<file path="config.mk">
export PLATFORM = sky130hd
export DESIGN_NAME = cbes_top
export DESIGN_NICKNAME = d
export VERILOG_FILES = /design/src/rtl/cbes_pkg.sv /design/src/rtl/cbes_lock_if.sv /design/src/rtl/cbes_lock.sv /design/src/rtl/cbes_top.sv
export SDC_FILE = /design/constraint.sdc
export NUM_CORES = 1
export LEC_CHECK = 0
export BUFFER_PORTS_ARGS = -buffer_cell sky130_fd_sc_hd__buf_2
export CORE_MARGIN = 2
export CORE_UTILIZATION = 40
export DETAILED_ROUTE_END_ITERATION = 12
export PLACE_DENSITY = 0.66
export SETUP_SLACK_MARGIN = 0.4
export SKIP_CTS_REPAIR_TIMING = 1
export SYNTH_ARGS = -nofsm -noshare
export SYNTH_HDL_FRONTEND = slang
export SYNTH_SLANG_ARGS = --single-unit
</file>
<file path="constraint.sdc">
create_clock -name i_clk -period 4.3 [get_ports i_clk]
set_input_delay 0.86 -clock i_clk [delete_from_list [all_inputs] [get_ports i_clk]]
set_output_delay 0.86 -clock i_clk [all_outputs]
set_load 0.1 [all_outputs]
</file>
<file path="src/rtl/cbes_pkg.sv">
// Function
// RULE1: a fill ECC or parity error locks the data-cache status register.
// RULE2: reading the unlock pseudo-register releases the data-cache status lock.
// RULE3: hit flag follows whether the last load or store hit the data cache.
// RULE4: a locking error while already locked sets the data-cache second-error flag.
// RULE5: lock captures register field, integer, longword and legacy float flags; the code stores the legacy float flag only for non-integer fills.
// RULE6: lock captures a locked-access flag and a store flag.
// RULE7: modifier fields mean something only while a fill error flag is set.
// RULE8: bus or tag errors freeze bus status bits 6..0 and the error address.
// RULE9: fill errors also freeze bus status bits 6..0 and the error address.
// RULE10: reading the bus error address unlocks bus status bits 7..0.
// RULE11: fill errors freeze bus status bits 13..8 and the fill address.
// RULE12: reading the fill address unlocks bus status bits 13..8.
// RULE13: reset neither clears nor unlocks the bus status register.
// RULE14: hard or soft acknowledge terminations set the matching bus error flag.
// RULE15: tag or tag-control parity faults set the matching parity flag.
// RULE16: a bus or tag error latches the request pin cycle type.
// RULE17: hard or tag faults while a bus flag is set set the bus second-error flag.
// RULE18: fill data with an ECC error sets the fill ECC flag.
// RULE19: in parity mode, fill data with a parity error sets the fill parity flag.
// RULE20: fill-source flag is set for instruction fills, clear for data fills.
// RULE21: the bad quadword number within the 32-byte block is recorded.
// RULE22: a fill error while a fill flag is set sets the fill second-error flag.
// RULE23: fill address holds physical address bits 33..5 of the block.
// RULE24: while locked only the second-error flag updates; other values hold. The hit flag still follows every access.
package cbes_pkg;
    localparam int CBES_ACK_W = 3;
    localparam int CBES_CMD_W = 3;
    localparam int CBES_RA_W = 5;
    localparam int CBES_QW_W = 2;
    localparam int CBES_ADR_W = 29;
    localparam logic [2:0] CBES_ACK_HARD = 3'h3;
    localparam logic [2:0] CBES_ACK_SOFT = 3'h2;
    // bus status field positions
    localparam int CBES_B_HERR = 0;
    localparam int CBES_B_SERR = 1;
    localparam int CBES_B_TPERR = 2;
    localparam int CBES_B_TCPERR = 3;
    localparam int CBES_B_CMD = 4;
    localparam int CBES_B_SEO = 7;
    localparam int CBES_B_ECC = 8;
    localparam int CBES_B_DPERR = 9;
    localparam int CBES_B_IRD = 10;
    localparam int CBES_B_QW = 11;
    localparam int CBES_B_FSEO = 13;
    // data-cache status field positions
    localparam int CBES_D_HIT = 0;
    localparam int CBES_D_SEO = 1;
    localparam int CBES_D_RA = 2;
    localparam int CBES_D_INT = 7;
    localparam int CBES_D_LW = 8;
    localparam int CBES_D_LFP = 9;
    localparam int CBES_D_LOCK = 10;
    localparam int CBES_D_STORE = 11;
    localparam int CBES_ADR_LSB = 5;
endpackage

</file>
<file path="src/rtl/cbes_lock_if.sv">
`timescale 1ns/1ps
`default_nettype none
interface cbes_lock_if;
    logic lock_set;
    logic unlock;
    logic second_set;
    logic locked;
    logic dcache_second_error;
    modport owner(input lock_set, input unlock, input second_set,
        output locked, output dcache_second_error);
    modport user(output lock_set, output unlock, output second_set,
        input locked, input dcache_second_error);
endinterface
`default_nettype wire

</file>
<file path="src/rtl/cbes_lock.sv">
`timescale 1ns/1ps
`default_nettype none
module cbes_lock (
    input wire logic i_clk,
    cbes_lock_if.owner lk
);
    logic locked_q;
    logic seo_q;
    logic locked_d;
    logic seo_d;
    // no reset: lock state survives reset by design
    assign locked_d = lk.lock_set | (locked_q & ~lk.unlock);
    assign seo_d = (locked_q & lk.second_set) | (seo_q & ~lk.unlock);
    always_ff @(posedge i_clk) begin
        locked_q <= locked_d;
        seo_q <= seo_d;
    end
    assign lk.locked = locked_q;
    assign lk.dcache_second_error = seo_q;
endmodule // cbes_lock
`default_nettype wire

</file>
<file path="src/rtl/cbes_top.sv">
`timescale 1ns/1ps
`default_nettype none
module cbes_top (
    input wire logic i_clk,
    input wire logic i_rst_b,
    input wire logic i_access_valid,
    input wire logic i_access_hit,
    input wire logic i_fill_valid,
    input wire logic i_fill_ecc_err,
    input wire logic i_fill_par_err,
    input wire logic i_parity_mode,
    input wire logic i_fill_icache,
    input wire logic [1:0] i_fill_bad_quadword,
    input wire logic [28:0] i_fill_addr,
    input wire logic [4:0] i_fill_ra,
    input wire logic i_fill_int,
    input wire logic i_fill_lw,
    input wire logic i_fill_legacy_fp,
    input wire logic i_fill_locked_op,
    input wire logic i_fill_store,
    input wire logic i_cycle_end,
    input wire logic [2:0] i_cycle_ack_pins,
    input wire logic [2:0] i_cycle_request_pins,
    input wire logic [28:0] i_cycle_addr,
    input wire logic i_tag_probe,
    input wire logic i_tag_par_err,
    input wire logic i_tag_ctl_par_err,
    input wire logic i_rd_dcache_status,
    input wire logic i_rd_dcache_unlock,
    input wire logic i_rd_bus_status,
    input wire logic i_rd_bus_error_address,
    input wire logic i_rd_fill_address,
    output logic [63:0] o_rd_data,
    output logic o_dcache_locked,
    output logic o_bus_locked,
    output logic o_fill_locked
);
    // data-cache status: hit flag plus context captured on a fill error
    logic hit_q;
    logic hit_d;
    logic [cbes_pkg::CBES_RA_W-1:0] ra_q;
    logic [cbes_pkg::CBES_RA_W-1:0] ra_d;
    logic int_q;
    logic int_d;
    logic lw_q;
    logic lw_d;
    logic lfp_q;
    logic lfp_d;
    logic lkop_q;
    logic lkop_d;
    logic store_q;
    logic store_d;

    // low half of the bus status register and the bus error address
    logic herr_q;
    logic herr_d;
    logic serr_q;
    logic serr_d;
    logic tperr_q;
    logic tperr_d;
    logic tcperr_q;
    logic tcperr_d;
    logic [cbes_pkg::CBES_CMD_W-1:0] cmd_q;
    logic [cbes_pkg::CBES_CMD_W-1:0] cmd_d;
    logic [cbes_pkg::CBES_ADR_W-1:0] bus_addr_q;
    logic [cbes_pkg::CBES_ADR_W-1:0] bus_addr_d;

    // high half of the bus status register and the fill address
    logic ecc_q;
    logic ecc_d;
    logic dperr_q;
    logic dperr_d;
    logic ird_q;
    logic ird_d;
    logic [cbes_pkg::CBES_QW_W-1:0] qw_q;
    logic [cbes_pkg::CBES_QW_W-1:0] qw_d;
    logic [cbes_pkg::CBES_ADR_W-1:0] fill_addr_q;
    logic [cbes_pkg::CBES_ADR_W-1:0] fill_addr_d;

    // read path
    logic [63:0] dc_word;
    logic [63:0] bus_word;
    logic [63:0] badr_word;
    logic [63:0] fadr_word;
    logic [63:0] rd_data_d;
    logic [63:0] rd_data_q;
    logic rd_any;

    cbes_lock_if dc_if();
    cbes_lock_if bus_if();
    cbes_lock_if fill_if();

    // event decode; every event is a one-cycle strobe qualified here
    wire ack_hard = i_cycle_end
        & (i_cycle_ack_pins == cbes_pkg::CBES_ACK_HARD); // [RULE14]
    wire ack_soft = i_cycle_end
        & (i_cycle_ack_pins == cbes_pkg::CBES_ACK_SOFT); // [RULE14]
    wire tperr = i_tag_probe & i_tag_par_err; // [RULE15]
    wire tcperr = i_tag_probe & i_tag_ctl_par_err; // [RULE15]
    wire ecc_ev = i_fill_valid & i_fill_ecc_err; // [RULE18]
    // parity is ignored in ecc mode, where the check bits mean otherwise
    wire par_ev = i_fill_valid & i_fill_par_err & i_parity_mode; // [RULE19]
    wire fill_ev = ecc_ev | par_ev;
    wire bus_ev = ack_hard | ack_soft | tperr | tcperr;
    wire any_bus_flag = herr_q | serr_q | tperr_q | tcperr_q;
    // hard and tag faults count as second errors, soft ones do not
    wire bseo_set = (ack_hard | tperr | tcperr) & any_bus_flag; // [RULE17]

    // unlocking reads; an event in the same cycle wins and relocks
    wire dc_unl = i_rd_dcache_unlock; // [RULE2]
    wire bus_unl = i_rd_bus_error_address; // [RULE10]
    wire fill_unl = i_rd_fill_address; // [RULE12]
    wire dc_open = ~dc_if.locked | dc_unl;
    wire bus_open = ~bus_if.locked | bus_unl;
    wire fill_open = ~fill_if.locked | fill_unl;
    wire cap_dc = fill_ev & dc_open; // [RULE1] [RULE7]
    wire cap_bus = bus_ev & bus_open; // [RULE8]
    wire cap_fill = fill_ev & fill_open; // [RULE11]

    // fill errors lock the low bus half too, so its address holds
    assign bus_if.lock_set = (bus_ev | fill_ev) & bus_open; // [RULE8] [RULE9]
    assign bus_if.unlock = bus_unl; // [RULE10]
    assign bus_if.second_set = bseo_set & ~bus_unl; // [RULE17]
    assign fill_if.lock_set = cap_fill; // [RULE11]
    assign fill_if.unlock = fill_unl; // [RULE12]
    assign fill_if.second_set = fill_ev & (ecc_q | dperr_q)
        & ~fill_unl; // [RULE22]
    assign dc_if.lock_set = cap_dc; // [RULE1]
    assign dc_if.unlock = dc_unl; // [RULE2]
    assign dc_if.second_set = fill_ev & ~dc_unl; // [RULE4]

    // lock state has no reset; firmware clears it with the unlocking reads
    cbes_lock u_dc (.i_clk(i_clk), .lk(dc_if)); // [RULE13]
    cbes_lock u_bus (.i_clk(i_clk), .lk(bus_if)); // [RULE13]
    cbes_lock u_fill (.i_clk(i_clk), .lk(fill_if)); // [RULE13]

    // hit flag tracks every access; it is not part of the locked context
    assign hit_d = i_access_valid ? i_access_hit : hit_q; // [RULE3]
    assign ra_d = cap_dc ? i_fill_ra : ra_q; // [RULE5] [RULE24]
    assign int_d = cap_dc ? i_fill_int : int_q; // [RULE5]
    assign lw_d = cap_dc ? i_fill_lw : lw_q; // [RULE5]
    // the legacy float flag has no meaning for integer accesses
    assign lfp_d = cap_dc ? (i_fill_legacy_fp & ~i_fill_int)
        : lfp_q; // [RULE5]
    assign lkop_d = cap_dc ? i_fill_locked_op : lkop_q; // [RULE6]
    assign store_d = cap_dc ? i_fill_store : store_q; // [RULE6]

    // a bus error captures; the unlocking read clears; otherwise hold
    assign herr_d = cap_bus ? ack_hard
        : (bus_unl ? 1'h0 : herr_q); // [RULE14]
    assign serr_d = cap_bus ? ack_soft
        : (bus_unl ? 1'h0 : serr_q); // [RULE14]
    assign tperr_d = cap_bus ? tperr
        : (bus_unl ? 1'h0 : tperr_q); // [RULE15]
    assign tcperr_d = cap_bus ? tcperr
        : (bus_unl ? 1'h0 : tcperr_q); // [RULE15]
    assign cmd_d = cap_bus ? i_cycle_request_pins
        : (bus_unl ? '0 : cmd_q); // [RULE16]
    assign bus_addr_d = cap_bus ? i_cycle_addr
        : (bus_unl ? '0 : bus_addr_q); // [RULE8]

    // ECC and parity fill flags follow the same capture, clear and hold order
    assign ecc_d = cap_fill ? ecc_ev
        : (fill_unl ? 1'h0 : ecc_q); // [RULE18]
    assign dperr_d = cap_fill ? par_ev
        : (fill_unl ? 1'h0 : dperr_q); // [RULE19]
    assign ird_d = cap_fill ? i_fill_icache : ird_q; // [RULE20]
    assign qw_d = cap_fill ? i_fill_bad_quadword : qw_q; // [RULE21]
    assign fill_addr_d = cap_fill ? i_fill_addr : fill_addr_q; // [RULE23]

    // only the hit flag and the read register see reset; status survives
    always_ff @(posedge i_clk) begin
        if (!i_rst_b) begin
            hit_q <= 1'h0;
        end else begin
            hit_q <= hit_d;
        end
    end

    always_ff @(posedge i_clk) begin
        ra_q <= ra_d;
    end

    always_ff @(posedge i_clk) begin
        int_q <= int_d;
    end

    always_ff @(posedge i_clk) begin
        lw_q <= lw_d;
    end

    always_ff @(posedge i_clk) begin
        lfp_q <= lfp_d;
    end

    always_ff @(posedge i_clk) begin
        lkop_q <= lkop_d;
    end

    always_ff @(posedge i_clk) begin
        store_q <= store_d;
    end

    always_ff @(posedge i_clk) begin
        herr_q <= herr_d;
    end

    always_ff @(posedge i_clk) begin
        serr_q <= serr_d;
    end

    always_ff @(posedge i_clk) begin
        tperr_q <= tperr_d;
    end

    always_ff @(posedge i_clk) begin
        tcperr_q <= tcperr_d;
    end

    always_ff @(posedge i_clk) begin
        cmd_q <= cmd_d;
    end

    always_ff @(posedge i_clk) begin
        bus_addr_q <= bus_addr_d;
    end

    always_ff @(posedge i_clk) begin
        ecc_q <= ecc_d;
    end

    always_ff @(posedge i_clk) begin
        dperr_q <= dperr_d;
    end

    always_ff @(posedge i_clk) begin
        ird_q <= ird_d;
    end

    always_ff @(posedge i_clk) begin
        qw_q <= qw_d;
    end

    always_ff @(posedge i_clk) begin
        fill_addr_q <= fill_addr_d;
    end

    // read data stands until the next read strobe
    always_ff @(posedge i_clk) begin
        if (!i_rst_b) begin
            rd_data_q <= '0;
        end else if (rd_any) begin
            rd_data_q <= rd_data_d;
        end
    end

    // read words; unused positions read as zero
    always_comb begin
        dc_word = '0;
        dc_word[cbes_pkg::CBES_D_HIT] = hit_q; // [RULE3]
        dc_word[cbes_pkg::CBES_D_SEO] = dc_if.dcache_second_error; // [RULE4]
        dc_word[cbes_pkg::CBES_D_RA +: cbes_pkg::CBES_RA_W] = ra_q; // [RULE5]
        dc_word[cbes_pkg::CBES_D_INT] = int_q; // [RULE5]
        dc_word[cbes_pkg::CBES_D_LW] = lw_q; // [RULE5]
        dc_word[cbes_pkg::CBES_D_LFP] = lfp_q; // [RULE5]
        dc_word[cbes_pkg::CBES_D_LOCK] = lkop_q; // [RULE6]
        dc_word[cbes_pkg::CBES_D_STORE] = store_q; // [RULE6]
    end

    always_comb begin
        bus_word = '0;
        bus_word[cbes_pkg::CBES_B_HERR] = herr_q; // [RULE14]
        bus_word[cbes_pkg::CBES_B_SERR] = serr_q; // [RULE14]
        bus_word[cbes_pkg::CBES_B_TPERR] = tperr_q; // [RULE15]
        bus_word[cbes_pkg::CBES_B_TCPERR] = tcperr_q; // [RULE15]
        bus_word[cbes_pkg::CBES_B_CMD +: cbes_pkg::CBES_CMD_W] = cmd_q;
        bus_word[cbes_pkg::CBES_B_SEO] = bus_if.dcache_second_error; // [RULE17]
        bus_word[cbes_pkg::CBES_B_ECC] = ecc_q; // [RULE18]
        bus_word[cbes_pkg::CBES_B_DPERR] = dperr_q; // [RULE19]
        bus_word[cbes_pkg::CBES_B_IRD] = ird_q; // [RULE20]
        bus_word[cbes_pkg::CBES_B_QW +: cbes_pkg::CBES_QW_W] = qw_q;
        bus_word[cbes_pkg::CBES_B_FSEO] = fill_if.dcache_second_error; // [RULE22]
    end

    always_comb begin
        badr_word = '0;
        badr_word[cbes_pkg::CBES_ADR_LSB +: cbes_pkg::CBES_ADR_W] =
            bus_addr_q; // [RULE8]
    end

    always_comb begin
        fadr_word = '0;
        fadr_word[cbes_pkg::CBES_ADR_LSB +: cbes_pkg::CBES_ADR_W] =
            fill_addr_q; // [RULE23]
    end

    // one strobe at a time is expected; the order below settles overlaps
    assign rd_any = i_rd_dcache_status | i_rd_dcache_unlock | i_rd_bus_status
        | i_rd_bus_error_address | i_rd_fill_address;
    // the unlock pseudo-register holds nothing and reads as zero
    assign rd_data_d = i_rd_dcache_status ? dc_word
        : i_rd_bus_status ? bus_word
        : i_rd_bus_error_address ? badr_word
        : i_rd_fill_address ? fadr_word
        : '0; // [RULE2]

    // outputs come straight from the read register and the lock flops
    assign o_rd_data = rd_data_q;
    assign o_dcache_locked = dc_if.locked;
    assign o_bus_locked = bus_if.locked;
    assign o_fill_locked = fill_if.locked;

    // checks on what the block itself drives
    a_dc_lock_set: assert property (@(posedge i_clk) // [RULE1]
        fill_ev |=> dc_if.locked)
        else $error("fill error left data-cache status unlocked");

    a_dc_unlock_rel: assert property (@(posedge i_clk) // [RULE2]
        (dc_unl && !fill_ev) |=> !dc_if.locked)
        else $error("unlock read kept data-cache status locked");

    a_hit_follow: assert property (@(posedge i_clk) // [RULE3]
        disable iff (!i_rst_b)
        i_access_valid |=> (hit_q == $past(i_access_hit)))
        else $error("hit flag does not follow the last access");

    a_dc_second_err: assert property (@(posedge i_clk) // [RULE4]
        (fill_ev && dc_if.locked && !dc_unl) |=> dc_if.dcache_second_error)
        else $error("second fill error not flagged in data-cache status");

    a_dc_ctx_hold: assert property (@(posedge i_clk) // [RULE24]
        (dc_if.locked && !dc_unl) |=> ($stable(ra_q) && $stable(store_q)))
        else $error("locked data-cache context changed");

    a_bus_freeze: assert property (@(posedge i_clk) // [RULE8]
        (bus_if.locked && !bus_unl)
        |=> ($stable(bus_addr_q) && $stable(cmd_q) && $stable(herr_q)))
        else $error("locked bus status or address changed");

    a_fill_lock_all: assert property (@(posedge i_clk) // [RULE9]
        fill_ev |=> (bus_if.locked && fill_if.locked))
        else $error("fill error did not lock both status halves");

    a_bus_unlock: assert property (@(posedge i_clk) // [RULE10]
        (bus_unl && !bus_ev && !fill_ev)
        |=> (!bus_if.locked && !herr_q && !bus_if.dcache_second_error))
        else $error("bus address read did not unlock the low half");

    a_fill_unlock: assert property (@(posedge i_clk) // [RULE12]
        (fill_unl && !fill_ev)
        |=> (!fill_if.locked && !ecc_q && !dperr_q))
        else $error("fill address read did not unlock the high half");

    a_soft_no_seo: assert property (@(posedge i_clk) // [RULE17]
        (ack_soft && !ack_hard && !tperr && !tcperr && !bus_if.dcache_second_error
        && !bus_unl) |=> !bus_if.dcache_second_error)
        else $error("soft error set the bus second-error flag");

    a_fill_second: assert property (@(posedge i_clk) // [RULE22]
        (fill_ev && fill_if.locked && ecc_q && !fill_unl) |=> fill_if.dcache_second_error)
        else $error("second fill error not flagged");
endmodule // cbes_top
`default_nettype wire

</file>
==> impl_results.md, run 1 <==
* Clock Power Share at 0.448
* Number of instances in the placed design at 602
* Placeable core area at 0.0116 sq mm
* Avg Inst Size Synth at 13.8 sq um
* Slowest cell on crit path: o21a_1
* Pint at 2320 uW
* Critical path, cell by cell: buf_2, nand2b_1, o21a_1, and2_1
* Clk_lat worst skew at 410 ps
* Max Fclk at 0.389 GHz
* Initial antenna violation count at 2
* Die W at 113 um
* TritonRoute pass-1 iters at 4
* Clock slew at reported path FFs at 60 ps
* I/O pin total at 161
* # DRC at 0
* Synth unique cells at 37
* Flop pwr share at 0.422
* Die Height at 113 um
* Type of origin of the critical path: input pin
* Hold/Removal Path Class: reg2reg
* Largest net degree at the start of global routing at 43
* Worst hold stages at 1
* Worst Path Class, Setup: in2reg
* CTS H-Tree Depth at 4
* Avg WL per Cell at 16.6 um
* Final std cells w/o fill at 635
* I/O Buffers at 130
* Fill count at 1,019
* Post-synth EDFFs at 80
* Slew @ Worst Pin at 1100 ps
* Layout cells sized above 1 at 0.338
* GRT Residual Overflow at 0
* Status: finished, final reports clean
* Ys flop type: edfxtp_1
* Sequential fraction of the synthesis area at 0.674
* Overall Global Routing Usage at 0.174
* Top post-synthesis cells by area: edfxtp_1 50%, dfxtp_1 17%, buf_4 4.7%
* Final slew viol count at 0
* Final hold violations at 0
* Max rail drop VDD at 0.000450 V
* Unrepaired setup endpoints after global routing: false
* Die Area at 0.0128 sq mm
* Final wirelength at 10,600 um
* Crit path largest cell delay at 790 ps
* Seq cells post-synth at 121
* DR vias at 3,209
* Setup_tns at 0 ps
* Post-layout net count at 572
* Cells on worst reg2reg path at 3
* Critical Path End Type: flip-flop
* Area growth, synth to finish at 26.0%
* Synth area leader: edfxtp_1
* Clock sinks at 121
* CTS tree: yes
* Headroom to the max-slew limit at 0.267
* Net Sw Power at 870 uW
* Worst path arrival time at 2840 ps
* Maximum fanout along the worst path at 42
* Worst endpoint required time at 4570 ps
* Fraction of registers with async set/reset at 0
* Final ANT Viol Nets at 0
* Vias in the first global route at 3,221
* Max-cap violations at 0
* HPWL Detailed at 7220 um
* RePlAce Congestion at 0.730
* Gate power share at 0.130
* Row cnt at 39
* Minimum clock period at 2570 ps
* Via/cell ratio at 5.05
* Lkg Pwr at 0.00251 uW
* Synthesized area at 0.00478 sq mm
* Mapped Cells at 346
* Share of the synthesized area in the top cell type at 0.502
* Effective utilization at floorplan at 0.414
* Cts bufs inserted at 17
* Fin Clk Skew at 9.62 ps
* Clk buf depth at 2
* Root Buffer: clkbuf_16
* Ys Warns at 0
* Initial detailed-routing violation count at 165
* First-pass GRT wire length at 16,700 um
* Power Dens Cells at 530 mW/mm^2
* Switching share of power at 0.272
* Final setup violation count at 0
* Final cycle utilization of the critical path at 0.597
-- cell type report --
type                            instances  area (sq um)  share of cell area
Tap cell                              143           179              0.0297
Timing Repair Buffer                  132           666               0.110
Multi-Input combinational cell        203          1350               0.223
Antenna cell                            1          2.50            0.000415
Inverter                                3          11.3             0.00187
Clock buffer                           18           429              0.0712
Sequential cell                       121          3220               0.535
Clock inverter                         14           171              0.0284
-- metrics by stage --
| step | worst slack [ps] | utilization | hold slack, ps | cell area, sq um | total power [uW] |
|---|---|---|---|---|---|
| after floorplan | 973 | - | 433 | 4890 | 1710 |
| after global placement | 1390 | 0.469 | 450 | 5420 | 1780 |
| after detailed placement | 1260 | 0.469 | 454 | 5420 | 1790 |
| after CTS | 1710 | 0.521 | 468 | 6020 | 3220 |
| after global routing | 1520 | 0.521 | 485 | 6020 | 3310 |
| final | 1730 | 0.521 | 460 | 6030 | 3190 |
-- cell usage after synthesis, types with 3 or more instances --
master / instances
nand2_1: 4
and2_1: 33
a21boi_0: 5
and3_1: 13
clkbuf_1: 9
o2bb2ai_1: 21
buf_6: 5
nand2b_1: 4
nand3b_1: 7
nor2b_1: 6
a221o_1: 7
a2bb2oi_1: 6
buf_4: 30
nor2_1: 3
edfxtp_1: 80
a21oi_1: 11
dfxtp_1: 41
a22oi_1: 27
nand3_1: 8
-- cell usage in the layout (no fill, tap or decap), types with 4 or more instances in the layout --
cell	n
inv_6	4
and2_1	33
nand3_1	8
dfxtp_1	41
nor2b_1	4
a2bb2oi_1	6
o2bb2ai_1	21
a21boi_0	5
nand2b_1	4
conb_1	30
nand3b_1	7
a221o_1	7
and3_1	13
a21oi_1	11
clkbuf_16	17
a22oi_1	27
edfxtp_1	80
buf_2	130
nand2_1	4
-- critical path, delay by kind of cell --
kind / cells / cell delay, ps
buffers and inverters: 1 / 610
AO/OA/AOI/OAI: 1 / 790
AND/OR/NAND/NOR: 2 / 560
-- layer usage --
layer  track usage  vias up  part of all wire
li1              -     1526                 -
met1         0.215     1517              0.43
met2         0.271      159              0.46
met3        0.0782        7              0.10
met4        0.0667        0            0.0069
met5             0        -                 0
-- power by group through the flow --
| stage | registers, uW | clock network [uW] | logic [uW] |
|---|---|---|---|
| after global placement | 1370 | 0 | 410 |
| final | 1350 | 1430 | 414 |
| after floorplan | 1470 | 0 | 235 |
| after detailed placement | 1370 | 0 | 417 |
| after global routing | 1350 | 1520 | 439 |
| after CTS | 1350 | 1460 | 417 |
-- registers in the layout, indices dropped and copies added, names as in the netlist, 2 cells and up --
signal	flops
fill_addr_q	29
ra_q	5
bus_addr_q	29
o_rd_data	34
qw_q	2
cmd_q	3
-- cell families (layout without fill, tap and decap cells) --
family	Yosys count	in the layout	synth area share
compound gates	87	87	0.141
buf+inv	51	167	0.0720
flops	121	121	0.674
mux	1	1	0.00209
other cells	1	31	0.000784
simple gates	85	85	0.110
-- final timing paths --
check / start / endpoint / slack [ps]
setup / recovery: i_rd_bus_error_address / bus_addr_q[15] / 1730
hold / removal: o_rd_data[28] / o_rd_data[28] / 460
setup reg to reg: u_bus.lk.locked / bus_addr_q[15] / 2570
hold reg to reg: o_rd_data[28] / o_rd_data[28] / 460
Note: power is estimated with default switching activity, not from simulation.
==> run 2: changes to the inputs <==
Clock period 4.3 ns to 2.6 ns, I/O delays scaled along.
==> run 2 against run 1 <==
Effect of this change:
- largest cell class unchanged
- critical path depth down 3
- sequential share of layout area down 0.41 points
- sequential cell count unchanged
- cell area up 0.77%
- die area unchanged
- combinational power up 68%
- register-to-register slack worse by 1700 ps
- first-iteration DRC count down 16%
==> impl_results.md, run 2 (same netlist as run 1, synthesis figures left out) <==
* Number of flip-flops in the largest register at 34 (unchanged)
* GRT Residual Overflow at 0 (unchanged)
* Final cycle utilization of the critical path at 0.686
* Area growth, synth to finish at 27.0% (was 26.0%)
* Max Fclk at 0.561 GHz
* I/O pin total at 161 (unchanged)
* First-pass GRT wire length at 16,800 um (was 16,700 um)
* Clock sinks at 121 (unchanged)
* RR Startpoint: u_bus.lk.locked (unchanged)
* Fin Clk Skew at 6.26 ps (was 9.62 ps)
* Largest net degree at the start of global routing at 41 (was 43)
* Hold/Removal Path Class: in2reg (was reg2reg)
* Crit path buf inv count at 1 (unchanged)
* Clk buf depth at 2 (unchanged)
* Reg-to-reg endpoint: bus_addr_q[17] (was bus_addr_q[15])
* Worst hold stages at 1 (unchanged)
* Min-delay src: i_fill_addr[27] (was o_rd_data[28])
* Root Buffer: clkbuf_16 (unchanged)
* Slowest cell on crit path: buf_2 (was o21a_1)
* Effective utilization at floorplan at 0.414 (unchanged)
* Clock slew at reported path FFs at 60 ps (about the same)
* Row cnt at 39 (unchanged)
* Crit path largest cell delay at 460 ps (was 790 ps)
* Status: finished, final reports clean (unchanged)
* CTS tree: yes (unchanged)
* Power Dens Cells at 859 mW/mm^2 (was 530 mW/mm^2)
* TritonRoute pass-1 iters at 4 (unchanged)
* Unrepaired setup endpoints after global routing: false (unchanged)
* RePlAce Congestion at 0.745 (was 0.730)
* CTS H-Tree Depth at 4 (unchanged)
* Die Height at 113 um (unchanged)
* Clk_lat worst skew at 410 ps (about the same)
* Initial antenna violation count at 3 (was 2)
* Critical path, cell by cell: buf_2 (was buf_2, nand2b_1, o21a_1, and2_1)
* Final wirelength at 10,600 um (about the same)
* # DRC at 0 (unchanged)
* Initial detailed-routing violation count at 138 (was 165)
* Setup_tns at 0 ps (unchanged)
* I/O Buffers at 130 (unchanged)
* Worst Path Class, Setup: reg2out (was in2reg)
* Layout cells sized above 1 at 0.349 (was 0.338)
* Final setup violation count at 0 (unchanged)
* Max rail drop VDD at 0.000578 V (was 0.000450 V)
* Critical Path End Type: primary output (was flip-flop)
* Die W at 113 um (unchanged)
* Headroom to the max-slew limit at 0.364 (was 0.267)
* WHS Endpoint: fill_addr_q[27] (was o_rd_data[28])
* DR vias at 3,208 (was 3,209)
* Worst path arrival time at 1260 ps (was 2840 ps)
* Final slew viol count at 0 (unchanged)
* Maximum fanout along the worst path at 3 (was 42)
* Overall Global Routing Usage at 0.174 (about the same)
* Commonest non-fill, non-tap cell in the layout: buf_2 (unchanged)
* Cells on worst reg2reg path at 3 (unchanged)
* Type of origin of the critical path: flip-flop (was input pin)
* Most frequent cells in the layout: 130 x buf_2, 80 x edfxtp_1, 41 x dfxtp_1 (unchanged)
* Worst endpoint required time at 2080 ps (was 4570 ps)
* Vias in the first global route at 3,249 (was 3,221)
* Die Area at 0.0128 sq mm (unchanged)
* Core Util, Final at 0.525 (was 0.521)
* Max-cap violations at 0 (unchanged)
* R2R Setup Slk at 880 ps (was 2570 ps)
* Critical path's top delay family: buffers and inverters (was compound AO/OA/AOI/OAI gates)
* Overall Power at 5220 uW (was 3190 uW)
* Final ANT Viol Nets at 0 (unchanged)
* HPWL Detailed at 7170 um (was 7220 um)
* Post-layout net count at 578 (was 572)
* Avg WL per Cell at 16.5 um (was 16.6 um)
* Via/cell ratio at 5.00 (was 5.05)
* Placeable core area at 0.0116 sq mm (unchanged)
* Slew @ Worst Pin at 954 ps (was 1100 ps)
* Minimum clock period at 1780 ps
* Cts bufs inserted at 17 (unchanged)
* Lkg Pwr at 0.00253 uW (was 0.00251 uW)
* Final hold violations at 0 (unchanged)
-- run 2: layout make-up --
| class | instances | area [sq um] |
|---|---|---|
| diodes | 3 | 7.51 |
| clock buffers | 18 | 439 |
| clock inverters | 13 | 145 |
| fillers | 973 | 5490 |
| inverters | 3 | 11.3 |
| multi-input cells | 203 | 1350 |
| flip-flops and latches | 121 | 3220 |
| well taps | 143 | 179 |
| repair buffers | 138 | 723 |
-- run 2: per-layer routing --
layer,share of wire,GRT usage
met1,0.42,0.220
met2,0.46,0.267
met3,0.10,0.0691
met4,0.014,0.0748
met5,0.0016,0
-- run 2: how the worst max path moves through the flow --
stage                              from              to  slack (ps)  cells after the start
detailed placement  i_cycle_ack_pins[2]  bus_addr_q[17]         490                      4
global placement    i_cycle_ack_pins[2]  bus_addr_q[20]         550                      4
finish                  u_bus.lk.locked    o_bus_locked         820                      1
floorplan               u_bus.lk.locked   bus_addr_q[0]         580                      4
global route            u_bus.lk.locked  bus_addr_q[18]         700                      3
CTS                     u_bus.lk.locked    o_bus_locked         790                      1
-- run 2: through the flow --
stage | cell area, sq um | instances | hold WS [ps] | setup WS, ps
2_1_floorplan | 4910 | 375 | 433 | 581
3_3_place_gp | 5480 | 608 | 444 | 554
3_5_place_dp | 5480 | 608 | 442 | 495
4_1_cts | 6070 | 639 | 267 | 790
5_1_grt | 6070 | 640 | 269 | 704
6_report | 6070 | 642 | 284 | 817
-- run 2: report_power, final --
| group | internal, uW | leakage, uW | switching [uW] |
|---|---|---|---|
| sequential | 2180 | 0.00113 | 43.9 |
| combinational | 153 | 0.00113 | 544 |
| clock | 1440 | 0.000280 | 853 |
